==> src/include/msor_defines.vh <==
// Constants for the motion sensor output register bank.
`ifndef MSOR_DEFINES_VH
`define MSOR_DEFINES_VH

// ----------------------------------------------------------------------
// Register addresses
// ----------------------------------------------------------------------
`define MSOR_ADDR_TEMP_UPPER 8'h41
`define MSOR_ADDR_TEMP_LOWER 8'h42
`define MSOR_ADDR_RX_UPPER 8'h43
`define MSOR_ADDR_RX_LOWER 8'h44
`define MSOR_ADDR_RY_UPPER 8'h45
`define MSOR_ADDR_RY_LOWER 8'h46
`define MSOR_ADDR_RZ_UPPER 8'h47
`define MSOR_ADDR_RZ_LOWER 8'h48
`define MSOR_ADDR_X_CODE 8'h50
`define MSOR_ADDR_Y_CODE 8'h51
`define MSOR_ADDR_Z_CODE 8'h52
`define MSOR_ADDR_TH_UPPER 8'h60
`define MSOR_ADDR_TH_LOWER 8'h61

// ----------------------------------------------------------------------
// Field layouts and reset values
// ----------------------------------------------------------------------
`define MSOR_TH_UPPER_MSB 1
`define MSOR_TH_UPPER_PAD 6'h00
`define MSOR_TH_UPPER_RST 2'h0
`define MSOR_TH_LOWER_RST 8'h00
`define MSOR_TH_ZERO 10'h000
`define MSOR_CODE_RST 8'h00
`define MSOR_BYTE_ZERO 8'h00
`define MSOR_WORD_ZERO 16'h0000

// ----------------------------------------------------------------------
// Timing
// ----------------------------------------------------------------------
`define MSOR_CLK_PERIOD_NS 10
`define MSOR_PULSE_NS 50000
`define MSOR_PULSE_CYCLES (`MSOR_PULSE_NS / `MSOR_CLK_PERIOD_NS)
`define MSOR_CNT_W 16
`define MSOR_CNT_ZERO 16'h0000
`define MSOR_CNT_ONE 16'h0001

`endif

==> src/core/msor_fill_watch.v <==
// Fill threshold watch: status flag and interrupt pin drive.
`include "msor_defines.vh"

module msor_fill_watch #(
  parameter PULSE_CYCLES = `MSOR_PULSE_CYCLES
) (
  // Clock and reset
  input wire clock,
  input wire rst,
  // Threshold and FIFO state
  input wire [9:0] fill_threshold,
  input wire [15:0] fifo_byte_count,
  input wire fifo_read_active,
  input wire fifo_first_read,
  // Pin mode
  input wire int_latch_mode,
  // Results
  output reg fill_threshold_flag_r,
  output reg int_level_r
);

  // ----------------------------------------------------------------------
  // Flag
  // ----------------------------------------------------------------------
  reg fill_threshold_flag_nxt;
  reg [`MSOR_CNT_W-1:0] pulse_cnt_r;
  reg [`MSOR_CNT_W-1:0] pulse_cnt_nxt;
  reg int_level_nxt;
  wire over_level;
  wire set_cond;
  wire rise;

  assign over_level = fifo_byte_count >= {6'h00, fill_threshold};
  // A zero threshold blocks the set condition, so the flag never sets.
  assign set_cond = over_level && !fifo_read_active &&
                    (fill_threshold != `MSOR_TH_ZERO);
  assign rise = set_cond && !fill_threshold_flag_r;

  always @* begin
    fill_threshold_flag_nxt = fill_threshold_flag_r;
    // Set wins over the read clear, so a late event is never lost.
    if (set_cond) begin
      fill_threshold_flag_nxt = 1'b1;
    end else if (fifo_first_read) begin
      fill_threshold_flag_nxt = 1'b0;
    end
  end

  // ----------------------------------------------------------------------
  // Interrupt pin
  // ----------------------------------------------------------------------
  always @* begin
    pulse_cnt_nxt = pulse_cnt_r;
    int_level_nxt = int_level_r;
    if (int_latch_mode) begin
      pulse_cnt_nxt = `MSOR_CNT_ZERO;
      int_level_nxt = fill_threshold_flag_nxt;
    end else if (rise) begin
      pulse_cnt_nxt = PULSE_CYCLES[`MSOR_CNT_W-1:0] - `MSOR_CNT_ONE;
      int_level_nxt = 1'b1;
    end else if (pulse_cnt_r != `MSOR_CNT_ZERO) begin
      pulse_cnt_nxt = pulse_cnt_r - `MSOR_CNT_ONE;
    end else begin
      int_level_nxt = 1'b0;
    end
  end

  always @(posedge clock) begin
    if (rst) begin
      fill_threshold_flag_r <= 1'b0;
      pulse_cnt_r <= `MSOR_CNT_ZERO;
      int_level_r <= 1'b0;
    end else begin
      fill_threshold_flag_r <= fill_threshold_flag_nxt;
      pulse_cnt_r <= pulse_cnt_nxt;
      int_level_r <= int_level_nxt;
    end
  end

endmodule

==> src/core/msor_regs.v <==
// Motion sensor output register bank with fill threshold watch.
//
// Overview of operation
// - Temperature result readable as upper byte at 0x41, lower at 0x42.
// - Temperature counts are 326.8 per degree with 25 degree offset.
// - Rate results readable upper first: X 0x43/44, Y 0x45/46, Z 0x47/48.
// - Rate results equal rate times sensitivity, 131 counts per dps at scale 0.
// - Factory check codes for X, Y, Z at 0x50-0x52, read and write.
// - Bits 1:0 at 0x60 hold threshold bits 9:8, reset zero.
// - A zero threshold never raises the fill threshold interrupt.
// - Threshold bits 7:0 live at 0x61, reset zero.
// - Flag sets when count reaches threshold outside a FIFO read; latched pin follows, else pin pulses PULSE_CYCLES cycles.
// - First FIFO data read clears flag and latched pin; re-set afterwards.
`include "msor_defines.vh"

module msor_regs #(
  parameter PULSE_CYCLES = `MSOR_PULSE_CYCLES
) (
  // Clock and reset
  input wire clock,
  input wire rst,
  // Register port
  input wire [7:0] reg_addr,
  input wire reg_wr_en,
  input wire [7:0] reg_wdata,
  input wire reg_rd_en,
  output reg [7:0] reg_rdata_r,
  output reg reg_rvalid_r,
  // Sensor samples
  input wire sample_valid,
  input wire [15:0] temp_sample,
  input wire [15:0] rate_x_sample,
  input wire [15:0] rate_y_sample,
  input wire [15:0] rate_z_sample,
  // FIFO state
  input wire [15:0] fifo_byte_count,
  input wire fifo_read_active,
  input wire fifo_first_read,
  // Interrupt pin mode
  input wire int_latch_mode,
  // Outputs
  output reg [9:0] fill_threshold_r,
  output reg fill_threshold_flag_r,
  output reg int_out_r
);

  // ----------------------------------------------------------------------
  // Declarations
  // ----------------------------------------------------------------------
  reg [7:0] rate_x_factory_code_r;
  reg [7:0] rate_y_factory_code_r;
  reg [7:0] rate_z_factory_code_r;
  reg [1:0] th_upper_r;
  reg [7:0] th_lower_r;
  reg pair_hold_r;
  reg pair_hold_nxt;
  reg [7:0] rdata_nxt;
  wire [15:0] temp_result;
  wire [15:0] rate_x_result;
  wire [15:0] rate_y_result;
  wire [15:0] rate_z_result;
  wire flag_w;
  wire int_w;
  wire is_upper_read;
  wire is_lower_read;

  // ----------------------------------------------------------------------
  // Address decode helpers
  // ----------------------------------------------------------------------
  function is_upper;
    input [7:0] a;
    begin
      is_upper = (a == `MSOR_ADDR_TEMP_UPPER) ||
                 (a == `MSOR_ADDR_RX_UPPER) ||
                 (a == `MSOR_ADDR_RY_UPPER) ||
                 (a == `MSOR_ADDR_RZ_UPPER);
    end
  endfunction

  function is_lower;
    input [7:0] a;
    begin
      is_lower = (a == `MSOR_ADDR_TEMP_LOWER) ||
                 (a == `MSOR_ADDR_RX_LOWER) ||
                 (a == `MSOR_ADDR_RY_LOWER) ||
                 (a == `MSOR_ADDR_RZ_LOWER);
    end
  endfunction

  assign is_upper_read = reg_rd_en && is_upper(reg_addr);
  assign is_lower_read = reg_rd_en && is_lower(reg_addr);

  // ----------------------------------------------------------------------
  // Result holding registers
  // ----------------------------------------------------------------------
  msor_result_capture u_capture (
    .clock(clock),
    .rst(rst),
    .sample_valid(sample_valid),
    .temp_sample(temp_sample),
    .rate_x_sample(rate_x_sample),
    .rate_y_sample(rate_y_sample),
    .rate_z_sample(rate_z_sample),
    .hold(pair_hold_r || is_upper_read),
    .temp_result_r(temp_result),
    .rate_x_result_r(rate_x_result),
    .rate_y_result_r(rate_y_result),
    .rate_z_result_r(rate_z_result)
  );

  // ----------------------------------------------------------------------
  // Byte pair coherence
  // ----------------------------------------------------------------------
  // Reading an upper byte freezes the results until a lower byte is read,
  // so both halves of one value come from the same sample. The cost is
  // that samples arriving in between are dropped.
  always @* begin
    pair_hold_nxt = pair_hold_r;
    if (is_upper_read) begin
      pair_hold_nxt = 1'b1;
    end else if (is_lower_read) begin
      pair_hold_nxt = 1'b0;
    end
  end

  // ----------------------------------------------------------------------
  // Writable registers
  // ----------------------------------------------------------------------
  always @(posedge clock) begin
    if (rst) begin
      rate_x_factory_code_r <= `MSOR_CODE_RST;
      rate_y_factory_code_r <= `MSOR_CODE_RST;
      rate_z_factory_code_r <= `MSOR_CODE_RST;
      th_upper_r <= `MSOR_TH_UPPER_RST;
      th_lower_r <= `MSOR_TH_LOWER_RST;
    end else if (reg_wr_en) begin
      case (reg_addr)
        `MSOR_ADDR_X_CODE: begin
          rate_x_factory_code_r <= reg_wdata;
        end
        `MSOR_ADDR_Y_CODE: begin
          rate_y_factory_code_r <= reg_wdata;
        end
        `MSOR_ADDR_Z_CODE: begin
          rate_z_factory_code_r <= reg_wdata;
        end
        `MSOR_ADDR_TH_UPPER: begin
          th_upper_r <= reg_wdata[`MSOR_TH_UPPER_MSB:0];
        end
        `MSOR_ADDR_TH_LOWER: begin
          th_lower_r <= reg_wdata;
        end
        default: begin
          th_lower_r <= th_lower_r;
        end
      endcase
    end
  end

  // ----------------------------------------------------------------------
  // Read decode
  // ----------------------------------------------------------------------
  // Result registers ignore writes; unmapped addresses read zero.
  always @* begin
    case (reg_addr)
      `MSOR_ADDR_TEMP_UPPER: rdata_nxt = temp_result[15:8];
      `MSOR_ADDR_TEMP_LOWER: rdata_nxt = temp_result[7:0];
      `MSOR_ADDR_RX_UPPER: rdata_nxt = rate_x_result[15:8];
      `MSOR_ADDR_RX_LOWER: rdata_nxt = rate_x_result[7:0];
      `MSOR_ADDR_RY_UPPER: rdata_nxt = rate_y_result[15:8];
      `MSOR_ADDR_RY_LOWER: rdata_nxt = rate_y_result[7:0];
      `MSOR_ADDR_RZ_UPPER: rdata_nxt = rate_z_result[15:8];
      `MSOR_ADDR_RZ_LOWER: rdata_nxt = rate_z_result[7:0];
      `MSOR_ADDR_X_CODE: rdata_nxt = rate_x_factory_code_r;
      `MSOR_ADDR_Y_CODE: rdata_nxt = rate_y_factory_code_r;
      `MSOR_ADDR_Z_CODE: rdata_nxt = rate_z_factory_code_r;
      `MSOR_ADDR_TH_UPPER: rdata_nxt = {`MSOR_TH_UPPER_PAD, th_upper_r};
      `MSOR_ADDR_TH_LOWER: rdata_nxt = th_lower_r;
      default: rdata_nxt = `MSOR_BYTE_ZERO;
    endcase
  end

  // ----------------------------------------------------------------------
  // Fill threshold watch
  // ----------------------------------------------------------------------
  msor_fill_watch #(
    .PULSE_CYCLES(PULSE_CYCLES)
  ) u_watch (
    .clock(clock),
    .rst(rst),
    .fill_threshold({th_upper_r, th_lower_r}),
    .fifo_byte_count(fifo_byte_count),
    .fifo_read_active(fifo_read_active),
    .fifo_first_read(fifo_first_read),
    .int_latch_mode(int_latch_mode),
    .fill_threshold_flag_r(flag_w),
    .int_level_r(int_w)
  );

  // ----------------------------------------------------------------------
  // Output registers
  // ----------------------------------------------------------------------
  // Flag and pin pass one more stage so every output leaves a flip-flop
  // of this module.
  always @(posedge clock) begin
    if (rst) begin
      reg_rdata_r <= `MSOR_BYTE_ZERO;
      reg_rvalid_r <= 1'b0;
      pair_hold_r <= 1'b0;
      fill_threshold_r <= `MSOR_TH_ZERO;
      fill_threshold_flag_r <= 1'b0;
      int_out_r <= 1'b0;
    end else begin
      reg_rvalid_r <= reg_rd_en;
      if (reg_rd_en) begin
        reg_rdata_r <= rdata_nxt;
      end
      pair_hold_r <= pair_hold_nxt;
      fill_threshold_r <= {th_upper_r, th_lower_r};
      fill_threshold_flag_r <= flag_w;
      int_out_r <= int_w;
    end
  end

endmodule

==> src/core/msor_result_capture.v <==
// Holding registers for the temperature and angular-rate results.
`include "msor_defines.vh"

module msor_result_capture (
  // Clock and reset
  input wire clock,
  input wire rst,
  // Samples from the conversion logic
  input wire sample_valid,
  input wire [15:0] temp_sample,
  input wire [15:0] rate_x_sample,
  input wire [15:0] rate_y_sample,
  input wire [15:0] rate_z_sample,
  // Holds the results while the host reads a byte pair
  input wire hold,
  // Held results
  output reg [15:0] temp_result_r,
  output reg [15:0] rate_x_result_r,
  output reg [15:0] rate_y_result_r,
  output reg [15:0] rate_z_result_r
);

  // ----------------------------------------------------------------------
  // Capture
  // ----------------------------------------------------------------------
  // A sample that arrives during a hold is dropped; the next one lands.
  always @(posedge clock) begin
    if (rst) begin
      temp_result_r <= `MSOR_WORD_ZERO;
      rate_x_result_r <= `MSOR_WORD_ZERO;
      rate_y_result_r <= `MSOR_WORD_ZERO;
      rate_z_result_r <= `MSOR_WORD_ZERO;
    end else if (sample_valid && !hold) begin
      temp_result_r <= temp_sample;
      rate_x_result_r <= rate_x_sample;
      rate_y_result_r <= rate_y_sample;
      rate_z_result_r <= rate_z_sample;
    end
  end

endmodule

==> config.mk <==
export PLATFORM = sky130hd
export DESIGN_NAME = msor_regs
export DESIGN_NICKNAME = d
export VERILOG_FILES = /design/src/core/msor_fill_watch.v /design/src/core/msor_regs.v /design/src/core/msor_result_capture.v
export VERILOG_INCLUDE_DIRS = /design/src /design/src/include
export SDC_FILE = /design/constraint.sdc
export NUM_CORES = 1
export LEC_CHECK = 0
export BUFFER_PORTS_ARGS = -buffer_cell sky130_fd_sc_hd__buf_4
export CAP_MARGIN = 20
export CORE_UTILIZATION = 61
export CTS_BUF_LIST = sky130_fd_sc_hd__clkbuf_4 sky130_fd_sc_hd__clkbuf_8
export DETAILED_ROUTE_END_ITERATION = 6
export PLACE_DENSITY_LB_ADDON = 0.12
export REMOVE_ABC_BUFFERS = 1
export SLEW_MARGIN = 5
export SYNTH_ARGS = -nofsm -noshare
export SYNTH_HDL_FRONTEND = slang
export SYNTH_SLANG_ARGS = --single-unit
==> constraint.sdc <==
create_clock -name clock -period 6.3 [get_ports clock]
set_input_delay 1.26 -clock clock [delete_from_list [all_inputs] [get_ports clock]]
set_output_delay 1.26 -clock clock [all_outputs]
set_load 0.005 [all_outputs]
# Yosys cells after proc, flatten, opt, wreduce, memory -nomap -nowiden
# Cells that the tools add are included.
# Widths: inputs -> output; s select.
[op_classes] bitwise_logic=0 muxes=10 n_eq_ne=14 mul=0 reduce_logical=27 n_lt_le_gt_ge=1 div=0 shift=0 addsub=1
[op_table] operator="$eq 8x7->1 const B" n=13
[op_table] operator="$pmux 8 s13" n=1
[op_table] operator="$mux 13" n=2
[op_table] operator="$ge 16x10->1" n=1
[op_table] operator="$reduce_bool 16->1" n=1
[op_table] operator="$sub 16x1->16 const B" n=1
[op_table] operator="$reduce_and 2->1" n=5
[op_table] operator="$reduce_bool 10->1" n=1
[op_table] operator="$logic_or 1x1->1" n=7
[op_table] operator="$mux 1" n=7
[op_table] operator="$logic_and 1x1->1" n=6
[op_table] operator="$reduce_bool 2->1" n=2
[op_table] operator="$logic_not 1->1" n=3
[op_table] operator="$ne 3x2->1 const B" n=1
[op_table] operator="$reduce_or 3->1" n=1
[op_table] operator="$reduce_or 2->1" n=1
[totals] latchBits=0 romBits=0 input_bits=104 wordCells=72 ram_bits=0 n_memories=0 regBits=138

# Longest topological paths before layout
[logic_depth] ltp_word=8 ltp_mapped=10 ltp_nobuf=8

# By module
# From an unflattened synthesis, not the netlist that was laid out.
[unflattened] hier_cells=769 hier_area_um2=7262.0
[modules_own_cells] module="msor_regs" instances=1 cells_each=331 area_per_inst_um2=3019.1 seq_area_each_um2=1121.1
[modules_own_cells] module="msor_result_capture" instances=1 cells_each=292 area_per_inst_um2=2992.9 seq_area_each_um2=1281.2
[modules_own_cells] module="msor_fill_watch" instances=1 cells_each=146 area_per_inst_um2=1249.9 seq_area_each_um2=360.3

# Worst setup path after synthesis
# Ideal clock, no wire load.
[synth_timing] kind="input-to-reg" start="input port fifo_byte_count[7]" end="register u_watch.pulse_cnt_r[3]" setup_slack_ns=3.446 required_time_ns=6.236 stages=9 arrival_time_ns=2.790 path_cell_list="ha_1 -> a21oi_1 -> a31oi_1 -> a2111oi_2 -> a211o_1 -> buf_2 -> nand2b_1 -> buf_2 -> nor2_1"
[synth_between] elab_chain_len=5
[synth_lines] item="start, declared" line_no="msor_regs.v:36" text="input wire [15:0] fifo_byte_count,"
[synth_lines] item="$ge 16x10->1" line_no="msor_fill_watch.v:33" text="assign over_level = fifo_byte_count >= {6'h00, fill_threshold};"
[synth_lines] item="$logic_and 1x1->1 (2 in a row)" line_no="msor_fill_watch.v:35" text="assign set_cond = over_level && !fifo_read_active &&"
[synth_lines] item="$logic_and 1x1->1" line_no="msor_fill_watch.v:37" text="assign rise = set_cond && !fill_threshold_flag_r;"
[synth_lines] item="$reduce_or 3->1 (no source line)"
[synth_lines] item="end signal, assigned" line_no="msor_fill_watch.v:71" text="pulse_cnt_r <= `MSOR_CNT_ZERO;"
[synth_lines] item="end signal, assigned" line_no="msor_fill_watch.v:75" text="pulse_cnt_r <= pulse_cnt_nxt;"
[synth_lines] item="end, declared" line_no="msor_fill_watch.v:26" text="reg [`MSOR_CNT_W-1:0] pulse_cnt_r;"
# Every way passes these cells.
# A chain may end at the register's enable or synchronous reset.

# Worst setup path in the final report
[layout_timing] start="input port reg_addr[1]" end="register rate_z_factory_code_r[6]"
[layout_between] elab_chain_len=2
[layout_lines] item="start, declared" line_no="msor_regs.v:23" text="input wire [7:0] reg_addr,"
[layout_lines] item="$eq 8x7->1" line_no="msor_regs.v:137" text="case (reg_addr)"
[layout_lines] item="$reduce_and 2->1 (no source line)"
[layout_lines] item="end signal, assigned" line_no="msor_regs.v:133" text="rate_z_factory_code_r <= `MSOR_CODE_RST;"
[layout_lines] item="end signal, assigned" line_no="msor_regs.v:145" text="rate_z_factory_code_r <= reg_wdata;"
[layout_lines] item="end, declared" line_no="msor_regs.v:52" text="reg [7:0] rate_z_factory_code_r;"
# Every way passes these cells.

==> flow_metrics.env <==
export IMPL_slew_headroom_pct=41.0
export IMPL_insertion_delay_ps=430
export IMPL_post_cts_buffers=0
export IMPL_gp_congestion=0.954
export IMPL_die_x_um=102
export IMPL_cts_resized=0
export IMPL_power_density_nw_per_um2=279
export IMPL_cts_root_buf="clkbuf_8"
export IMPL_synth_seq_area_share_pct=45.1
export IMPL_critical_path_top_delay_family="simple AND/OR/NAND/NOR gates"
export IMPL_routed_wirelength_um=14900
export IMPL_grt_pass1_vias=5234
export IMPL_dp_hpwl_um=10400
export IMPL_crit_path_start_kind="input pin"
export IMPL_finalSetupViolCount=0
export IMPL_numCtsBuffers=17
export IMPL_cp_num_buf_inv=1
export IMPL_finalInstanceArea_um2=7520
export IMPL_synthArstFlopShare_pct=0
export IMPL_fin_crit_ps=2880
export IMPL_die_y_um=102
export IMPL_wl_per_cell_um=15.4
export IMPL_path_cells="buf_4 -> nor2b_1 -> and2_1 -> nand3_1 -> mux2i_1 -> nor2_1"
export IMPL_port_buffers=124
export IMPL_drc=2
export IMPL_finClkSkew_ps=13.5
export IMPL_arrival_ps=3160
export IMPL_p_leak_uw=0.00329
export IMPL_drive_gt1_share_pct=22.4
export IMPL_yosys_area_top_type_share_pct=45.1
export IMPL_core_um2=9770
export IMPL_maxCapViolations=0
export IMPL_hold_start="u_capture.rate_y_result_r[8]$_SDFFE_PP0P_"
export IMPL_ioPinCount=125
export IMPL_r2r_end="u_watch.pulse_cnt_r[6]$_SDFFE_PP0P_"
export IMPL_worstMarginPinSlew_ps=878
export IMPL_fillers=712
export IMPL_min_path_cells=2
export IMPL_hold_buffers=0
export IMPL_ir_drop_mv=0.214
export IMPL_worstPathRequired_ps=6580
export IMPL_synth_edf_count=0
export IMPL_syn_area_um2=6130
export IMPL_track_usage_pct=29.4
export IMPL_synth_avg_cell_area_um2=8.49
export IMPL_violations="design-rule violations"
export IMPL_slowest_delay_ps=540
export IMPL_drt_iter0_drc=346
export IMPL_critPathMaxFanout=26
export IMPL_rows=36
export IMPL_period_share_pct=45.8
export IMPL_worstReg2RegStart="th_lower_r[7]$_SDFFE_PP0P_"
export IMPL_max_freq_mhz=347
export IMPL_antenna_left=0
export IMPL_multi_input_area_um2=3150
export IMPL_cts_tree="yes"
export IMPL_outcome="complete, but fails checks"
export IMPL_synth_top_area_cell="dfxtp_1"
export IMPL_fp_dieArea_um2=10500
export IMPL_num_vias=5534
export IMPL_ys_ff_latch=138
export IMPL_synthCells=722
export IMPL_ys_types=59
export IMPL_grt_pass1_wl_um=23900
export IMPL_area_growth_pct=22.7
export IMPL_cts_htree_levels=4
export IMPL_placed_area_um2=7080
export IMPL_clock_sinks=138
export IMPL_nets=940
export IMPL_hp_class="flop to flop"
export IMPL_synth_top_flop_cell="dfxtp_1"
export IMPL_rsz0062_at_grt="false"
export IMPL_holdPathEnd="u_capture.rate_y_result_r[8]$_SDFFE_PP0P_"
export IMPL_finalSetupTns_ps=0
export IMPL_synthTopCellsByArea="dfxtp_1 45%, nand2_1 10%, mux2i_1 7.0%"
export IMPL_r2r_slack_ps=3980
export IMPL_r2r_cells=8
export IMPL_clock_path_buffers=2
export IMPL_drt_vias_per_instance=5.70
export IMPL_dr_pass1_iters=7
export IMPL_grt_max_degree=68
export IMPL_grt_overflow_total=0
export IMPL_path_clk_slew_ps=70
export IMPL_ys_warn_count=0
export IMPL_hold_viol_final=0
export IMPL_drv_slew=0
export IMPL_critical_path_class="input pin to flop"
export IMPL_endpoint_kind="flop"
export IMPL_seqCellArea_um2=2760
export IMPL_antenna_found_initial=0
export IMPL_start_util_pct=62.7
export IMPL_slowest_stage="nor2b_1"
export IMPL_diodes=0
export IMPL_cp_depth=6
power by group:
group	internal [µW]	leakage [µW]	switching (µW)	total (µW)
Sequential	917	0.00113	35.5	952
Combinational	191	0.00195	215	406
Clock	422	0.000213	317	739
Total	1530	0.00329	567	2100
logic make-up after synthesis:
family	share of synthesized area [%]
and+or+nand+nor	23.6
DFF	45.1
AOI/OAI and AO/OA	13.1
buffers and inverters	3.76
muxes	10.5
xor gates and xnor gates	1.71
adders and majority gates	2.25
metrics by stage:
step / total power (µW) / setup slack (ps) / instances / utilization, % / hold slack, ps
after CTS: 2100 / 3420 / 970 / 76.8 / 456
after detailed placement: 1370 / 3000 / 938 / 72.5 / 446
after floorplan: 1230 / 2940 / 677 / - / 427
final: 2100 / 3420 / 971 / 77.0 / 455
after global placement: 1350 / 3050 / 938 / 72.5 / 440
after global routing: 2190 / 3220 / 971 / 77.0 / 469
cell usage in the layout (no fill, tap or decap), drive strengths merged, types with 3 or more instances in the layout:
master,n
nor4,8
nand2,163
a31oi,4
nor2,68
nand2b,6
a21oi,75
mux4,8
nor2b,13
dfxtp,138
mux2,3
clkbuf,26
a22oi,5
and2,3
buf,129
a22o,11
nand4,7
or4,3
xnor2,9
or2,4
nor4b,4
o21ai,19
nand3,18
xor2,3
ha,11
a221oi,5
nor3,7
inv,13
mux2i,43
per-layer routing:
| metal | global-route usage, % | up-vias | wire (µm) |
|---|---|---|---|
| met5 | 0 | - | 0 |
| met4 | 9.67 | 0 | 248 |
| li1 | - | 2692 | - |
| met1 | 38.8 | 2620 | 6420 |
| met2 | 48.3 | 194 | 7420 |
| met3 | 6.16 | 28 | 838 |
tightest hold or removal path, delay by kind of cell, from the launching register on:
kind,cells,cell delay [ps]
simple gates,1,50
compound gates,1,50
flops,1,310
sequential cells by signal, summed over array words and instances (netlist names), 8 cells and up:
name	count
fill_threshold_r	10
rate_x_factory_code_r	8
rate_y_factory_code_r	8
rate_z_factory_code_r	8
reg_rdata_r	8
th_lower_r	8
u_capture.rate_x_result_r	16
u_capture.rate_y_result_r	16
u_capture.rate_z_result_r	16
u_capture.temp_result_r	16
u_watch.pulse_cnt_r	16
synthesized netlist by cell type, types with 3 or more instances:
| master | count |
|---|---|
| nand2_1 | 163 |
| dfxtp_1 | 138 |
| a21oi_1 | 75 |
| nor2_1 | 67 |
| mux2i_1 | 43 |
| clkbuf_1 | 32 |
| o21ai_0 | 18 |
| nand3_1 | 17 |
| inv_1 | 13 |
| nor2b_1 | 13 |
| a22o_1 | 11 |
| ha_1 | 11 |
| buf_2 | 9 |
| xnor2_1 | 9 |
| mux4_2 | 8 |
| nand4_1 | 7 |
| nor3_1 | 7 |
| nand2b_1 | 6 |
| nor4_1 | 6 |
| a221oi_1 | 5 |
| a22oi_1 | 5 |
| a31oi_1 | 4 |
| or2_2 | 4 |
| buf_1 | 3 |
| mux2_2 | 3 |
| nor4b_1 | 3 |
| or4_1 | 3 |
| xor2_1 | 3 |
layout make-up:
cell class,count,share of cell area [%]
timing repair buffer,129,13.0
tap,133,2.21
clock inverter,6,1.13
clock buffer,26,4.42
inverter,13,0.649
sequential,138,36.7
multi-input combinational,526,41.8
worst max path at each step:
stage / start / endpoint / slack, ps
4_1_cts: reg_addr[5] / u_capture.rate_x_result_r[6]$_SDFFE_PP0P_ / 3420
3_3_place_gp: reg_addr[1] / rate_z_factory_code_r[0]$_SDFFE_PP0P_ / 3050
3_5_place_dp: reg_addr[1] / rate_z_factory_code_r[6]$_SDFFE_PP0P_ / 3000
5_1_grt: fifo_byte_count[7] / u_watch.pulse_cnt_r[5]$_SDFFE_PP0P_ / 3220
6_report: reg_addr[1] / rate_z_factory_code_r[6]$_SDFFE_PP0P_ / 3420
2_1_floorplan: reg_addr[5] / u_capture.rate_x_result_r[0]$_SDFFE_PP0P_ / 2940
Note: power is estimated with default switching activity, not from simulation.
